--- config.mk ---
export PLATFORM = sky130hd
export DESIGN_NAME = cpu_address_mode_decode
export DESIGN_NICKNAME = d
export VERILOG_FILES = /design/src/core/addr_mode_pkg.sv /design/src/core/cpu_address_mode_decode.sv /design/src/core/flag_update.sv
export SDC_FILE = /design/constraint.sdc
export NUM_CORES = 1
export LEC_CHECK = 0
export BUFFER_PORTS_ARGS = -buffer_cell sky130_fd_sc_hd__buf_2
export CELL_PAD_IN_SITES_DETAIL_PLACEMENT = 1
export CELL_PAD_IN_SITES_GLOBAL_PLACEMENT = 1
export CORE_UTILIZATION = 40
export DETAILED_ROUTE_END_ITERATION = 10
export PLACE_DENSITY = 0.86
export REMOVE_ABC_BUFFERS = 1
export SLEW_MARGIN = 0
export SYNTH_ARGS = -nofsm -noshare
export SYNTH_HDL_FRONTEND = slang
export SYNTH_SLANG_ARGS = --single-unit
--- constraint.sdc ---
create_clock -name clk -period 2.33 [get_ports clk]
set_clock_uncertainty 0.2 [all_clocks]
set_input_delay 0.1165 -clock clk [delete_from_list [all_inputs] [get_ports clk]]
set_output_delay 0.1165 -clock clk [all_outputs]
set_load 0.1 [all_outputs]
--- src/core/addr_mode_pkg.sv ---
/*
 Shared constants and types for the addressing-mode and operand address generator.
 Assumes an 8-bit core with a 16-bit memory address bus on one clock.
*/
package addr_mode_pkg;

   // Addressing modes handled by this block.
   typedef enum logic [1:0] {
      no_operand_mode       = 2'b00,
      constant_operand_mode = 2'b01,
      short_absolute_mode   = 2'b10,
      long_absolute_mode    = 2'b11
   } addr_mode_t;

   // Sequencer states.
   typedef enum logic [2:0] {
      st_idle   = 3'b000,
      st_fetch1 = 3'b001,
      st_fetch2 = 3'b010,
      st_access = 3'b011,
      st_done   = 3'b100
   } seq_state_t;

   localparam logic [15:0] PC_STEP_ONE   = 16'h0001;
   localparam logic [15:0] PC_STEP_TWO   = 16'h0002;
   localparam logic [15:0] PC_STEP_THREE = 16'h0003;
   localparam logic [7:0]  PAGE_ZERO     = 8'h00;
   localparam logic [15:0] ADDR_RESET    = 16'h0000;
   localparam logic [7:0]  BYTE_RESET    = 8'h00;
   localparam int          HALF_CARRY_BIT = 3;

   // Flag positions inside the condition flags register.
   localparam int FLAG_C = 0;
   localparam int FLAG_Z = 1;
   localparam int FLAG_N = 2;
   localparam int FLAG_I = 3;
   localparam int FLAG_H = 4;
   localparam logic [4:0] FLAGS_RESET = 5'h08;

endpackage

--- src/core/cpu_address_mode_decode.sv ---
/*
 Addressing-mode sequencer: instruction length, program counter advance, operand address.
 Assumes a memory that returns read data on mem_rdata in the same cycle as mem_addr/mem_rd,
 so that the byte is settled at the rising edge that closes the read cycle.
*/
//
// Overview of operation
// [RQ1] No-operand mode: one byte, no operand fetch.
// [RQ2] Constant mode: operand at PC+1, PC advances two.
// [RQ3] Short absolute: high byte zero, low from operand.
// [RQ4] Long absolute: high then low byte, PC+3.
// [RQ5] Half carry comes from bit 3 carry.
// [RQ6] Interrupt return reloads all flags from stack.
// [RQ7] Operand address driven on full 16-bit bus.
`timescale 1ns/1ps
module cpu_address_mode_decode
   import addr_mode_pkg::*;
(
   input  wire logic        clk,
   input  wire logic        reset,
   input  wire logic        clk_en,
   input  wire logic        start,
   input  wire addr_mode_t  mode,
   input  wire logic [15:0] opcode_pc,
   input  wire logic        op_write,
   input  wire logic [7:0]  mem_rdata,
   input  wire logic        arith_valid,
   input  wire logic        half_carry_en,
   input  wire logic [7:0]  arith_a,
   input  wire logic [7:0]  arith_b,
   input  wire logic        arith_cin,
   input  wire logic        interrupt_return,
   input  wire logic [4:0]  stacked_flags,
   output logic             busy,
   output logic [15:0]      mem_addr,
   output logic             mem_rd,
   output logic             mem_wr,
   output logic [15:0]      operand_address,
   output logic [15:0]      next_pc,
   output logic [1:0]       instr_length,
   output logic             done,
   output logic [4:0]       condition_flags_register
);

   seq_state_t  state_reg,   state_next;
   addr_mode_t  mode_reg,    mode_next;
   logic [15:0] pc_reg,      pc_next;
   logic [15:0] addr_reg,    addr_next;
   logic [15:0] npc_reg,     npc_next;
   logic [1:0]  len_reg,     len_next;
   logic        wr_reg,      wr_next;
   logic        rd_reg,      rd_next;
   logic        hi_pend_reg, hi_pend_next;
   logic [7:0]  hi_reg,      hi_next;

   // Program counter step for a mode, used for length and advance.
   function automatic logic [15:0] pc_step(input addr_mode_t m);
      case (m)
         no_operand_mode:       pc_step = PC_STEP_ONE;
         constant_operand_mode: pc_step = PC_STEP_TWO;
         short_absolute_mode:   pc_step = PC_STEP_TWO;
         long_absolute_mode:    pc_step = PC_STEP_THREE;
         default:               pc_step = PC_STEP_ONE;
      endcase
   endfunction

   ///////////////////////////////////////////////////////////////////////////
   // Sequencer next-state logic.
   always_comb begin
      state_next   = state_reg;
      mode_next    = mode_reg;
      pc_next      = pc_reg;
      addr_next    = addr_reg;
      npc_next     = npc_reg;
      len_next     = len_reg;
      wr_next      = wr_reg;
      rd_next      = 1'b0;
      hi_pend_next = hi_pend_reg;
      hi_next      = hi_reg;
      case (state_reg)
         st_idle: begin
            if (start) begin
               mode_next = mode;
               pc_next   = opcode_pc;
               wr_next   = op_write;
               npc_next  = opcode_pc + pc_step(mode); // RQ2 RQ4
               len_next  = pc_step(mode) == PC_STEP_THREE ? 2'd3 :
                           pc_step(mode) == PC_STEP_TWO   ? 2'd2 : 2'd1;
               case (mode)
                  no_operand_mode: begin
                     state_next = st_done; // RQ1
                  end
                  constant_operand_mode: begin
                     addr_next  = opcode_pc + PC_STEP_ONE; // RQ2
                     state_next = st_access;
                  end
                  default: begin
                     addr_next  = opcode_pc + PC_STEP_ONE;
                     rd_next    = 1'b1;
                     state_next = st_fetch1;
                  end
               endcase
            end
         end
         st_fetch1: begin
            if (mode_reg == long_absolute_mode) begin
               hi_next    = mem_rdata; // RQ4
               addr_next  = pc_reg + PC_STEP_TWO;
               rd_next    = 1'b1;
               state_next = st_fetch2;
            end else begin
               addr_next  = {PAGE_ZERO, mem_rdata}; // RQ3
               state_next = st_access;
            end
         end
         st_fetch2: begin
            addr_next  = {hi_reg, mem_rdata}; // RQ4
            state_next = st_access;
         end
         st_access: begin
            state_next = st_done;
         end
         st_done: begin
            state_next = st_idle;
         end
         default: begin
            state_next = st_idle;
         end
      endcase
      hi_pend_next = (state_next == st_fetch2);
   end

   // Sequencer registers.
   always_ff @(posedge clk or posedge reset) begin
      if (reset) begin
         state_reg   <= st_idle;
         mode_reg    <= no_operand_mode;
         pc_reg      <= ADDR_RESET;
         addr_reg    <= ADDR_RESET;
         npc_reg     <= ADDR_RESET;
         len_reg     <= 2'd1;
         wr_reg      <= 1'b0;
         rd_reg      <= 1'b0;
         hi_pend_reg <= 1'b0;
         hi_reg      <= BYTE_RESET;
      end else if (clk_en) begin
         state_reg   <= state_next;
         mode_reg    <= mode_next;
         pc_reg      <= pc_next;
         addr_reg    <= addr_next;
         npc_reg     <= npc_next;
         len_reg     <= len_next;
         wr_reg      <= wr_next;
         rd_reg      <= rd_next;
         hi_pend_reg <= hi_pend_next;
         hi_reg      <= hi_next;
      end
   end

   ///////////////////////////////////////////////////////////////////////////
   // Bus drive: operand byte fetches, then the operand access itself.
   assign mem_addr        = addr_reg; // RQ7
   // A constant operand is always read, whatever the store request says.
   assign mem_rd          = rd_reg || (state_reg == st_access
                            && (!wr_reg || mode_reg == constant_operand_mode)); // RQ2
   assign mem_wr          = (state_reg == st_access) && wr_reg
                            && mode_reg != constant_operand_mode;
   assign operand_address = addr_reg;
   assign next_pc         = npc_reg;
   assign instr_length    = len_reg;
   assign busy            = state_reg != st_idle;
   assign done            = state_reg == st_done;

   // Flag register with half carry and interrupt-return reload.
   flag_update u_flags (
      .clk                      (clk),
      .reset                    (reset),
      .clk_en                   (clk_en),
      .arith_valid              (arith_valid),
      .half_carry_en            (half_carry_en),
      .arith_a                  (arith_a),
      .arith_b                  (arith_b),
      .arith_cin                (arith_cin),
      .interrupt_return         (interrupt_return),
      .stacked_flags            (stacked_flags),
      .condition_flags_register (condition_flags_register)
   );

   a_noop_len: assert property (@(posedge clk) disable iff (reset) // RQ1
      (clk_en && state_reg == st_idle && start && mode == no_operand_mode) |=>
      (state_reg == st_done && instr_length == 2'd1 && !mem_rd))
      else $error("No-operand instruction not one byte.");

   a_const_addr: assert property (@(posedge clk) disable iff (reset) // RQ2
      (clk_en && state_reg == st_idle && start && mode == constant_operand_mode) |=>
      (mem_addr == $past(opcode_pc) + PC_STEP_ONE && mem_rd
       && next_pc == $past(opcode_pc) + PC_STEP_TWO))
      else $error("Constant operand address or advance wrong.");

   a_short_page: assert property (@(posedge clk) disable iff (reset) // RQ3
      (state_reg == st_access && mode_reg == short_absolute_mode)
      |-> (mem_addr[15:8] == PAGE_ZERO))
      else $error("Short absolute high byte not zero.");

   a_long_advance: assert property (@(posedge clk) disable iff (reset) // RQ4
      (clk_en && state_reg == st_fetch2) |=>
      (mem_addr == {$past(hi_reg), $past(mem_rdata)} && instr_length == 2'd3))
      else $error("Long absolute address wrong.");

   // The second operand byte is read from the location after the high byte.
   a_long_pair: assert property (@(posedge clk) disable iff (reset) // RQ4
      hi_pend_reg |-> (mem_rd && mem_addr == pc_reg + PC_STEP_TWO))
      else $error("Low address byte not fetched after high byte.");

   // Nothing in the sequencer moves while the clock enable is low.
   a_freeze_hold: assert property (@(posedge clk) disable iff (reset) // RQ7
      !clk_en |=> ($stable(state_reg) && $stable(addr_reg) && $stable(npc_reg)))
      else $error("Sequencer state moved with clock enable low.");

   a_bus_access: assert property (@(posedge clk) disable iff (reset) // RQ7
      (state_reg == st_access) |-> (mem_addr == operand_address && (mem_rd || mem_wr)))
      else $error("Operand address not on bus during access.");

   c_noop: cover property (@(posedge clk) state_reg == st_done && mode_reg == no_operand_mode);
   c_short: cover property (@(posedge clk) state_reg == st_access
                            && mode_reg == short_absolute_mode);
   c_long_wr: cover property (@(posedge clk) mem_wr && mode_reg == long_absolute_mode);
   c_const_rd: cover property (@(posedge clk) mem_rd && state_reg == st_access
                               && mode_reg == constant_operand_mode);

endmodule

--- src/core/flag_update.sv ---
/*
 Condition flags register with half-carry generation and reload on interrupt return.
 Assumes the surrounding core supplies adder operands, update strobes and the stacked flags.
*/
`timescale 1ns/1ps
module flag_update
   import addr_mode_pkg::*;
(
   input  wire logic       clk,
   input  wire logic       reset,
   input  wire logic       clk_en,
   input  wire logic       arith_valid,
   input  wire logic       half_carry_en,
   input  wire logic [7:0] arith_a,
   input  wire logic [7:0] arith_b,
   input  wire logic       arith_cin,
   input  wire logic       interrupt_return,
   input  wire logic [4:0] stacked_flags,
   output logic      [4:0] condition_flags_register
);

   logic [4:0] flags_reg;
   logic [4:0] flags_next;
   logic [4:0] low_sum;

   ///////////////////////////////////////////////////////////////////////////
   // Next flag value: a return reloads everything, else half carry updates.
   always_comb begin
      low_sum    = {1'b0, arith_a[3:0]} + {1'b0, arith_b[3:0]} + {4'h0, arith_cin};
      flags_next = flags_reg;
      if (interrupt_return) begin
         flags_next = stacked_flags; // RQ6
      end else if (arith_valid && half_carry_en) begin
         flags_next[FLAG_H] = low_sum[HALF_CARRY_BIT + 1]; // RQ5
      end
   end

   // Flag register, frozen while the clock enable is low.
   always_ff @(posedge clk or posedge reset) begin
      if (reset) begin
         flags_reg <= FLAGS_RESET;
      end else if (clk_en) begin
         flags_reg <= flags_next;
      end
   end

   assign condition_flags_register = flags_reg;

   a_rti_reload: assert property (@(posedge clk) disable iff (reset) // RQ6
      (clk_en && interrupt_return) |=> (flags_reg == $past(stacked_flags)))
      else $error("Flags not reloaded on interrupt return.");

   a_half_carry: assert property (@(posedge clk) disable iff (reset) // RQ5
      (clk_en && !interrupt_return && arith_valid && half_carry_en) |=>
      (flags_reg[FLAG_H] == $past(low_sum[HALF_CARRY_BIT + 1])))
      else $error("Half carry does not match carry out of bit 3.");

   a_flag_freeze: assert property (@(posedge clk) disable iff (reset) // RQ6
      !clk_en |=> $stable(flags_reg))
      else $error("Flags changed with clock enable low.");

endmodule

# ---- Word level (Yosys, flattened, before mapping)
# Index checks and enable logic that the tools add are counted.
dict set report totals {
  elab_cells 69
  ff_bits 70
  in_bits 56
}
dict set report op_classes {
  mux 19
  reduce_logical 20
  eq_ne 14
  n_addsub 5
}
# cell count
set op_table {}
lappend op_table {{case mux 16 bit (3 select lines)} 2}
lappend op_table {{2-to-1 mux 16 bit} 5}
lappend op_table {{equality test 16 x 2 -> 1 bit, second input constant} 2}
lappend op_table {{adder 16 x 1 -> 16 bit, second input constant} 1}
lappend op_table {{adder 16 bit} 1}
lappend op_table {{adder 16 x 2 -> 16 bit, second input constant} 1}
lappend op_table {{case mux 3 bit (4 select lines)} 1}
lappend op_table {{equality test 2 bit, second input constant} 3}
lappend op_table {{equality test 3 x 2 -> 1 bit, second input constant} 2}
lappend op_table {{2-to-1 mux 1 bit} 6}
lappend op_table {{case mux 3 bit (2 select lines)} 1}
lappend op_table {{AND reduction 2 bit} 3}
lappend op_table {{AND reduction 3 bit} 2}
lappend op_table {{nonzero test 3 bit} 2}
lappend op_table {{adder 4 x 4 -> 5 bit} 1}
lappend op_table {{adder 5 x 1 -> 5 bit} 1}
lappend op_table {{equality test 2 x 1 -> 1 bit, second input constant} 2}
lappend op_table {{logical AND 1 bit} 4}
lappend op_table {{2-to-1 mux 2 bit} 2}
lappend op_table {{!= test 2 bit, second input constant} 2}
lappend op_table {{AND reduction 4 bit} 1}
lappend op_table {{OR reduction 2 bit} 2}
lappend op_table {{equality test 3 x 1 -> 1 bit, second input constant} 1}
lappend op_table {{equality test 3 bit, second input constant} 1}
lappend op_table {{8 further kinds} 9}

# ---- Depth between registers and ports, before layout
# Gate-level depths: netlist of run 1.
dict set report logic_depth {
  depth_word 8
  depth_mapped 10
  depth_no_buf 10
}

# ---- By module
# Synthesis of run 1 repeated with hierarchy kept, for this count alone.
dict set report hier_totals {
  hier_cells 420
  area_unflattened_um2 4125.2
}
# module seq_area_each_um2 n_inst area_each_um2 cells_each
set modules_own_cells {}
lappend modules_own_cells {cpu_address_mode_decode 1627.8 1 3831.2 395}
lappend modules_own_cells {flag_update 126.4 1 294.0 25}

# ---- Worst setup path after synthesis of run 1
# Ideal clock, no wire load.
dict set report synth_timing {
  path_type {register to output}
  from {reg state_reg[2]}
  to {out mem_wr}
  stages_incl_launch_ff 3
  slack_ns -0.679
  t_arrival_ns 2.692
  t_required_ns 2.013
  path_buffers 1
  cell_sequence {dfrtp_1 buf_2 nor3_1}
}
dict set report synth_between {
  elab_chain_cells 3
}
# element line
set synth_rtl {}
lappend synth_rtl {{start, declared} cpu_address_mode_decode.sv:45} ;# seq_state_t state_reg, state_next;
lappend synth_rtl {{start signal, assigned} cpu_address_mode_decode.sv:136} ;# state_reg <= st_idle;
lappend synth_rtl {{start signal, assigned} cpu_address_mode_decode.sv:147} ;# state_reg <= state_next;
lappend synth_rtl {{equality test 3 x 2 -> 1 bit} cpu_address_mode_decode.sv:166} ;# assign mem_wr = (state_reg == st_access) && wr_reg
lappend synth_rtl {{logical AND 1 bit} cpu_address_mode_decode.sv:166}
lappend synth_rtl {{logical AND 1 bit} cpu_address_mode_decode.sv:167} ;# && mode_reg != constant_operand_mode;
lappend synth_rtl {{end, declared} cpu_address_mode_decode.sv:37} ;# output logic mem_wr,
# Every way passes these cells.

# ---- Worst setup path in the final report of run 1
dict set report layout_timing {
  from {in opcode_pc[2]}
  to {reg addr_reg[15], in the netlist mem_addr[15]}
}
dict set report layout_between {
  elab_chain_cells 4
}
# element line
set layout_rtl {}
lappend layout_rtl {{start, declared} cpu_address_mode_decode.sv:24} ;# input wire logic [15:0] opcode_pc,
lappend layout_rtl {{adder 16 x 1 -> 16 bit} {cpu_address_mode_decode.sv:94, cpu_address_mode_decode.sv:98}}
lappend layout_rtl {{2-to-1 mux 16 bit} --}
lappend layout_rtl {{2-to-1 mux 16 bit} cpu_address_mode_decode.sv:82} ;# if (start) begin
lappend layout_rtl {{case mux 16 bit (3 select lines)} cpu_address_mode_decode.sv:80} ;# case (state_reg)
lappend layout_rtl {{end signal, assigned} cpu_address_mode_decode.sv:150} ;# addr_reg <= addr_next;
lappend layout_rtl {{end, declared} cpu_address_mode_decode.sv:48} ;# logic [15:0] addr_reg, addr_next;
# Every way passes these cells. The select of a mux whose other input is x is not followed.
# A chain may end at the register's enable or synchronous reset.

==> results of run 1 <==
[layer usage]
metal	vias to the layer above	track usage	share of wire
met4	0	0.09209	0.015
li1	1693	-	-
met2	124	0.4208	0.51
met5	-	0	0
met3	16	0.03091	0.047
met1	1767	0.2941	0.43
[through the flow]
stage / instance area [sq um] / hold slack (ns)
2_1_floorplan: 3849 / 0.001222
3_3_place_gp: 4641 / 0.02859
3_5_place_dp: 4641 / 0.03557
4_1_cts: 5223 / 0.006219
5_1_grt: 5223 / 0.06770
6_report: 5223 / 0.02025
[cells by family after synthesis]
group / after synthesis / share of synthesized area
DFF: 70 / 0.4261
muxes: 32 / 0.08754
AOI/OAI and AO/OA: 80 / 0.1234
xor gates and xnor gates: 42 / 0.08936
adders and majority gates: 13 / 0.04134
buffers and inverters: 58 / 0.07964
and+or+nand+nor: 125 / 0.1526
[layout make-up]
type | count | area share
multi-input cells | 292 | 0.3896
inverters | 16 | 0.01150
clock buffers | 10 | 0.02635
repair buffers | 153 | 0.1888
clock inverters | 6 | 0.01605
well taps | 133 | 0.03186
flip-flops and latches | 70 | 0.3359
[worst paths after layout]
kind | start | endpoint | slack [ns] | depth (start not counted)
hold reg to reg | instr_length[1] | instr_length[1] | 0.28 | 2
setup reg to reg | state_reg[0] | mem_addr[7] | 0.26 | 4
min in group asynchronous | reset | wr_reg | 0.20 | 3
setup / recovery | opcode_pc[2] | mem_addr[15] | 0.17 | 7
max in group asynchronous | reset | next_pc[8] | 1.06 | 4
hold / removal | mode[0] | instr_length[0] | 0.02 | 4
[worst reg2reg max path, stage by stage, from the launching register on]
cell and delay, ns:
dfrtp_1 0.49, xnor2_1 0.23, or2_2 0.46, a222oi_1 0.44
o21ai_0 0.13
[layout by cell type, fill, tap and decap left out, drive strengths merged, types with 3 or more instances in the layout]
master | netlist | final
buf | 32 | 117
dfrtp | 68 | 68
nand2 | 46 | 46
dlygate4sd3 | 0 | 36
mux2 | 32 | 32
o21ai | 28 | 28
xor2 | 27 | 27
nor2 | 24 | 24
a21oi | 22 | 22
inv | 16 | 17
xnor2 | 15 | 15
nor3 | 15 | 15
ha | 12 | 12
nand3 | 11 | 11
nand4 | 11 | 11
clkbuf | 10 | 10
nor4 | 8 | 8
a222oi | 8 | 8
a21o | 4 | 4
a22oi | 4 | 4
a22o | 3 | 3
clkinv | 0 | 3
[timing repair]
item,in CTS,in global routing
hold buffers,36,0
endpoints found under the hold margin,71,0
endpoints found under the setup margin,0,1
resized for setup,0,1
==> flow_summary.toml, run 1 <==
[outcome]
status = "finished, final reports clean"

[placement]
port_buffers = 106
dp.final_hpwl_um = 8412
dp.cells = 628
dp_slack_ns = 0.06228
globalplace.congestion = 0.8342

[logic_synthesis]
synth_async_sr_flop_share = 1.000
synth_edf_count = 0
yosysUniqueCellTypes = 45
synthFlopType = "dfrtp_1"
yosysMostFrequentCell = "dfrtp_1"
synth_area_per_cell_sq_um = 9.801
synthTopCellsByCount = "68 x dfrtp_1, 46 x nand2_1, 28 x o21ai_0, 27 x mux2_2, 27 x xor2_1"
postSynthCellCount = 420
synth_area_leaders = "dfrtp_1 41%, mux2_2 7.4%, xor2_1 5.7%"
ys_ff_latch = 70
yosysTopAreaCell = "dfrtp_1"
yosys_warnings = 0
ys_seq_area_frac = 0.4261
yosys.area.top_type_share = 0.4134
syn-cell-area_sq_um = 4116

[global_routing]
grt_pass1_wl_um = 19360
antenna_found_initial = 0
overflow = 0
grt_pass1_vias = 3876
grt_usage = 0.2376
grt_start_max_net_pins = 56

[setup_path]
start_kind = "primary input"
crit_buf_inv = 2
path_delay_family = "buffers and inverters"
worstPathArrival_ns = 2.18
endpoint_kind = "register"
path_class = "primary input to register"
critPathMaxFanout = 9
critical_path.slowest_cell = "dlygate4sd3_1"
worstPathCellList = "dlygate4sd3_1, buf_2, nand3_1, nor4_1, xor2_1, a222oi_1, a21oi_1"
worstPathRequired_ns = 2.35
cp_slowest_stage_delay_ns = 0.54

[clock_network]
cts_setup_buffers = 0
clockBufferDepth = 2
clkTransAtPathRegs_ns = 0.08
cts_buffers = 9
clock-sinks = 70
cts_root_buf = "clkbuf_8"
cts_tree = "yes"
clock_latency_ns = 0.34
cts-htree-levels = 3

[route]
first_pass_iters = 4
drcViolationCount = 0
wl_per_cell_um = 17.47
route.vias.total = 3600
drt_iter0_drc = 140
wl_um = 11880
viasPerCell = 5.294
drtAntennaViolNets = 0

[floorplanning]
die_y_um = 103.4
initial_utilization = 0.4173
io_pins = 115
num_rows = 36
core-area_sq_um = 9864
die_area_sq_um = 10700
die_w_um = 103.4

[sta]
timing.final.ws_setup_ns = 0.1678
fmax_mhz = 462.5
setup_tns_ns = 0
worst_pin_slew_ns = 0.6185
setup_violations = 0
rsz0062_at_grt = "no"
finalMaxSlewViolations = 0
post-route-min-period_ns = 2.162
period_share = 0.9280
relSlewSlack = 0.5871
hold_viol_final = 0

[final_layout]
finalCoreUtilization = 0.5294
areaGrowthSynthToFinish_pct = 26.87
n_antenna_cell = 0
layout.cells.non_filler = 680
drive_gt1_frac = 0.3144
layout.area.seq_sq_um = 1754
nFillCells = 1137
fin_nets = 611
multi_input_area_sq_um = 2034

[min_path]
hp-class = "primary input to register"

[run]
maxCapViolations = 0
Power of run 1 is left out: the tool's default activity adds up to more than one toggle a clock period on the data nets, which glitch-free logic cannot reach.
==> run 2: changes to the inputs <==
--- a/config.mk
+++ b/config.mk
@@ -15,4 +15,5 @@
 export SLEW_MARGIN = 0
 export SYNTH_ARGS = -nofsm -noshare
 export SYNTH_HDL_FRONTEND = slang
+export SYNTH_HIERARCHICAL = 1
 export SYNTH_SLANG_ARGS = --single-unit
==> flow_summary.toml, run 2 <==
[outcome]
status = "finished, final reports clean"

[route]
drt_iter0_drc = 194
first_pass_iters = 4
route.vias.total = 3803
wl_per_cell_um = 20.11
wl_um = 13820
viasPerCell = 5.536
drtAntennaViolNets = 0
drcViolationCount = 0

[sta]
rsz0062_at_grt = "no"
whs_ns = 0.01561
hold_viol_final = 0
fmax_mhz = 447.5
setup_tns_ns = 0
setup_violations = 0
finalMaxSlewViolations = 0
relSlewSlack = 0.6096
timing.final.ws_setup_ns = 0.09535
post-route-min-period_ns = 2.235
period_share = 0.9591
worst_pin_slew_ns = 0.5848

[floorplanning]
num_rows = 36
initial_utilization = 0.4182
core-area_sq_um = 9864
die_area_sq_um = 10720
die_w_um = 103.6
die_y_um = 103.6
io_pins = 115

[setup_path]
endpoint_kind = "register"
r2r_start = "state_reg[1]"
worstPathRequired_ns = 2.36
path_delay_family = "simple AND/OR/NAND/NOR gates"
worstPathArrival_ns = 2.27
ff2ff_path_depth = 5
crit_buf_inv = 1
r2r_setup_slack_ns = 0.1
critical_path.slowest_cell = "dfrtp_1"
start_kind = "register"
critPathMaxFanout = 10
path_class = "register to register"
worstPathCellList = "nand2b_1, or3_1, nor2_2, buf_4, mux2_2"
timing.rr.end = "hi_reg[5]"
cp_slowest_stage_delay_ns = 0.50

[logic_synthesis]
yosysMostFrequentCell = "dfrtp_1"
yosys.area.top_type_share = 0.4125
syn-cell-area_sq_um = 4125
postSynthCellCount = 420
synth_area_leaders = "dfrtp_1 41%, mux2_2 9.3%, xnor2_1 4.2%"
yosysTopAreaCell = "dfrtp_1"
synthTopCellsByCount = "68 x dfrtp_1, 35 x nor2_1, 34 x mux2_2, 30 x a21oi_1, 30 x nand2_1"
ys_ff_latch = 70
yosysUniqueCellTypes = 57
synthFlopType = "dfrtp_1"
synth_edf_count = 0
synth_async_sr_flop_share = 1.000
synth_area_per_cell_sq_um = 9.822
yosys_warnings = 6
ys_seq_area_frac = 0.4252

[min_path]
min_to = "pc_reg[2]"
worstHoldStart = "opcode_pc[2]"
hp-class = "primary input to register"
worstHoldPathCells = 2

[global_routing]
overflow = 0
antenna_found_initial = 0
grt_usage = 0.2653
grt_start_max_net_pins = 54
grt_pass1_wl_um = 22320
grt_pass1_vias = 4114

[final_layout]
layout.cells.non_filler = 687
drive_gt1_frac = 0.3430
nFillCells = 1120
areaGrowthSynthToFinish_pct = 28.18
mostFrequentLayoutCell = "buf_2"
n_antenna_cell = 0
fin_nets = 619
final_cell_mix = "106 x buf_2, 67 x dfrtp_1, 36 x dlygate4sd3_1"

[placement]
dp_slack_ns = -0.04318
globalplace.congestion = 0.8379
port_buffers = 106
dp.cells = 635
dp.final_hpwl_um = 8988

[clock_network]
clkTransAtPathRegs_ns = 0.07
cts_buffers = 9
clock-sinks = 70
cts_tree = "yes"
cts_root_buf = "clkbuf_8"
cts-htree-levels = 3
clockBufferDepth = 2
cts_setup_buffers = 0
clock_latency_ns = 0.36

[run]
maxCapViolations = 0
==> run 2: final cells by class <==
cell class	count	area [sq um]	share of cell area
multi-input cells	297	2111	0.3992
flip-flops and latches	70	1755	0.3320
repair buffers	159	1044	0.1973
well taps	133	166.4	0.03147
clock buffers	10	127.6	0.02414
inverters	12	45.04	0.008519
clock inverters	6	38.79	0.007336
==> run 2: per-stage QoR <==
stage	area, sq um	utilization
floorplan	3887	-
global placement	4746	0.4811
detailed placement	4746	0.4811
CTS	5273	0.5345
global route	5288	0.5360
finish	5288	0.5360
==> run 2: worst max-delay path by stage <==
stage	from	to	slack [ns]	cells past startpoint
after global routing	opcode_pc[1]	next_pc[15]	0.04	8
final	state_reg[1]	hi_reg[5]	0.1	5
after CTS	state_reg[0]	hi_reg[5]	0.03	5
after floorplan	state_reg[0]	mem_wr	-1.51	2
after detailed placement	mode[1]	next_pc[15]	-0.04	10
after global placement	mode[0]	next_pc[15]	0.06	10
==> run 2: repair_timing <==
action | 4_1_cts | 5_1_grt
setup endpoints to repair | 0 | 12
hold endpoints to repair | 82 | 0
hold buffers | 36 | 0
gates resized for setup | 0 | 4
==> run 2: routing by layer <==
metal	share of wire	wire [um]	GRT usage
met1	0.43	5951	0.3418
met2	0.50	6854	0.4401
met3	0.042	574	0.04279
met4	0.031	435	0.1159
met5	0	0	0
==> run 2: kinds of logic after synthesis <==
| logic type | Yosys count | synth area share |
|---|---|---|
| DFF | 70 | 0.4252 |
| muxes | 35 | 0.09524 |
| and+or+nand+nor | 127 | 0.1571 |
| AOI/OAI and AO/OA | 82 | 0.1268 |
| adders and majority gates | 14 | 0.04428 |
| buffers and inverters | 53 | 0.06854 |
| xor gates and xnor gates | 39 | 0.08280 |
Power of run 2 is left out for the same reason.
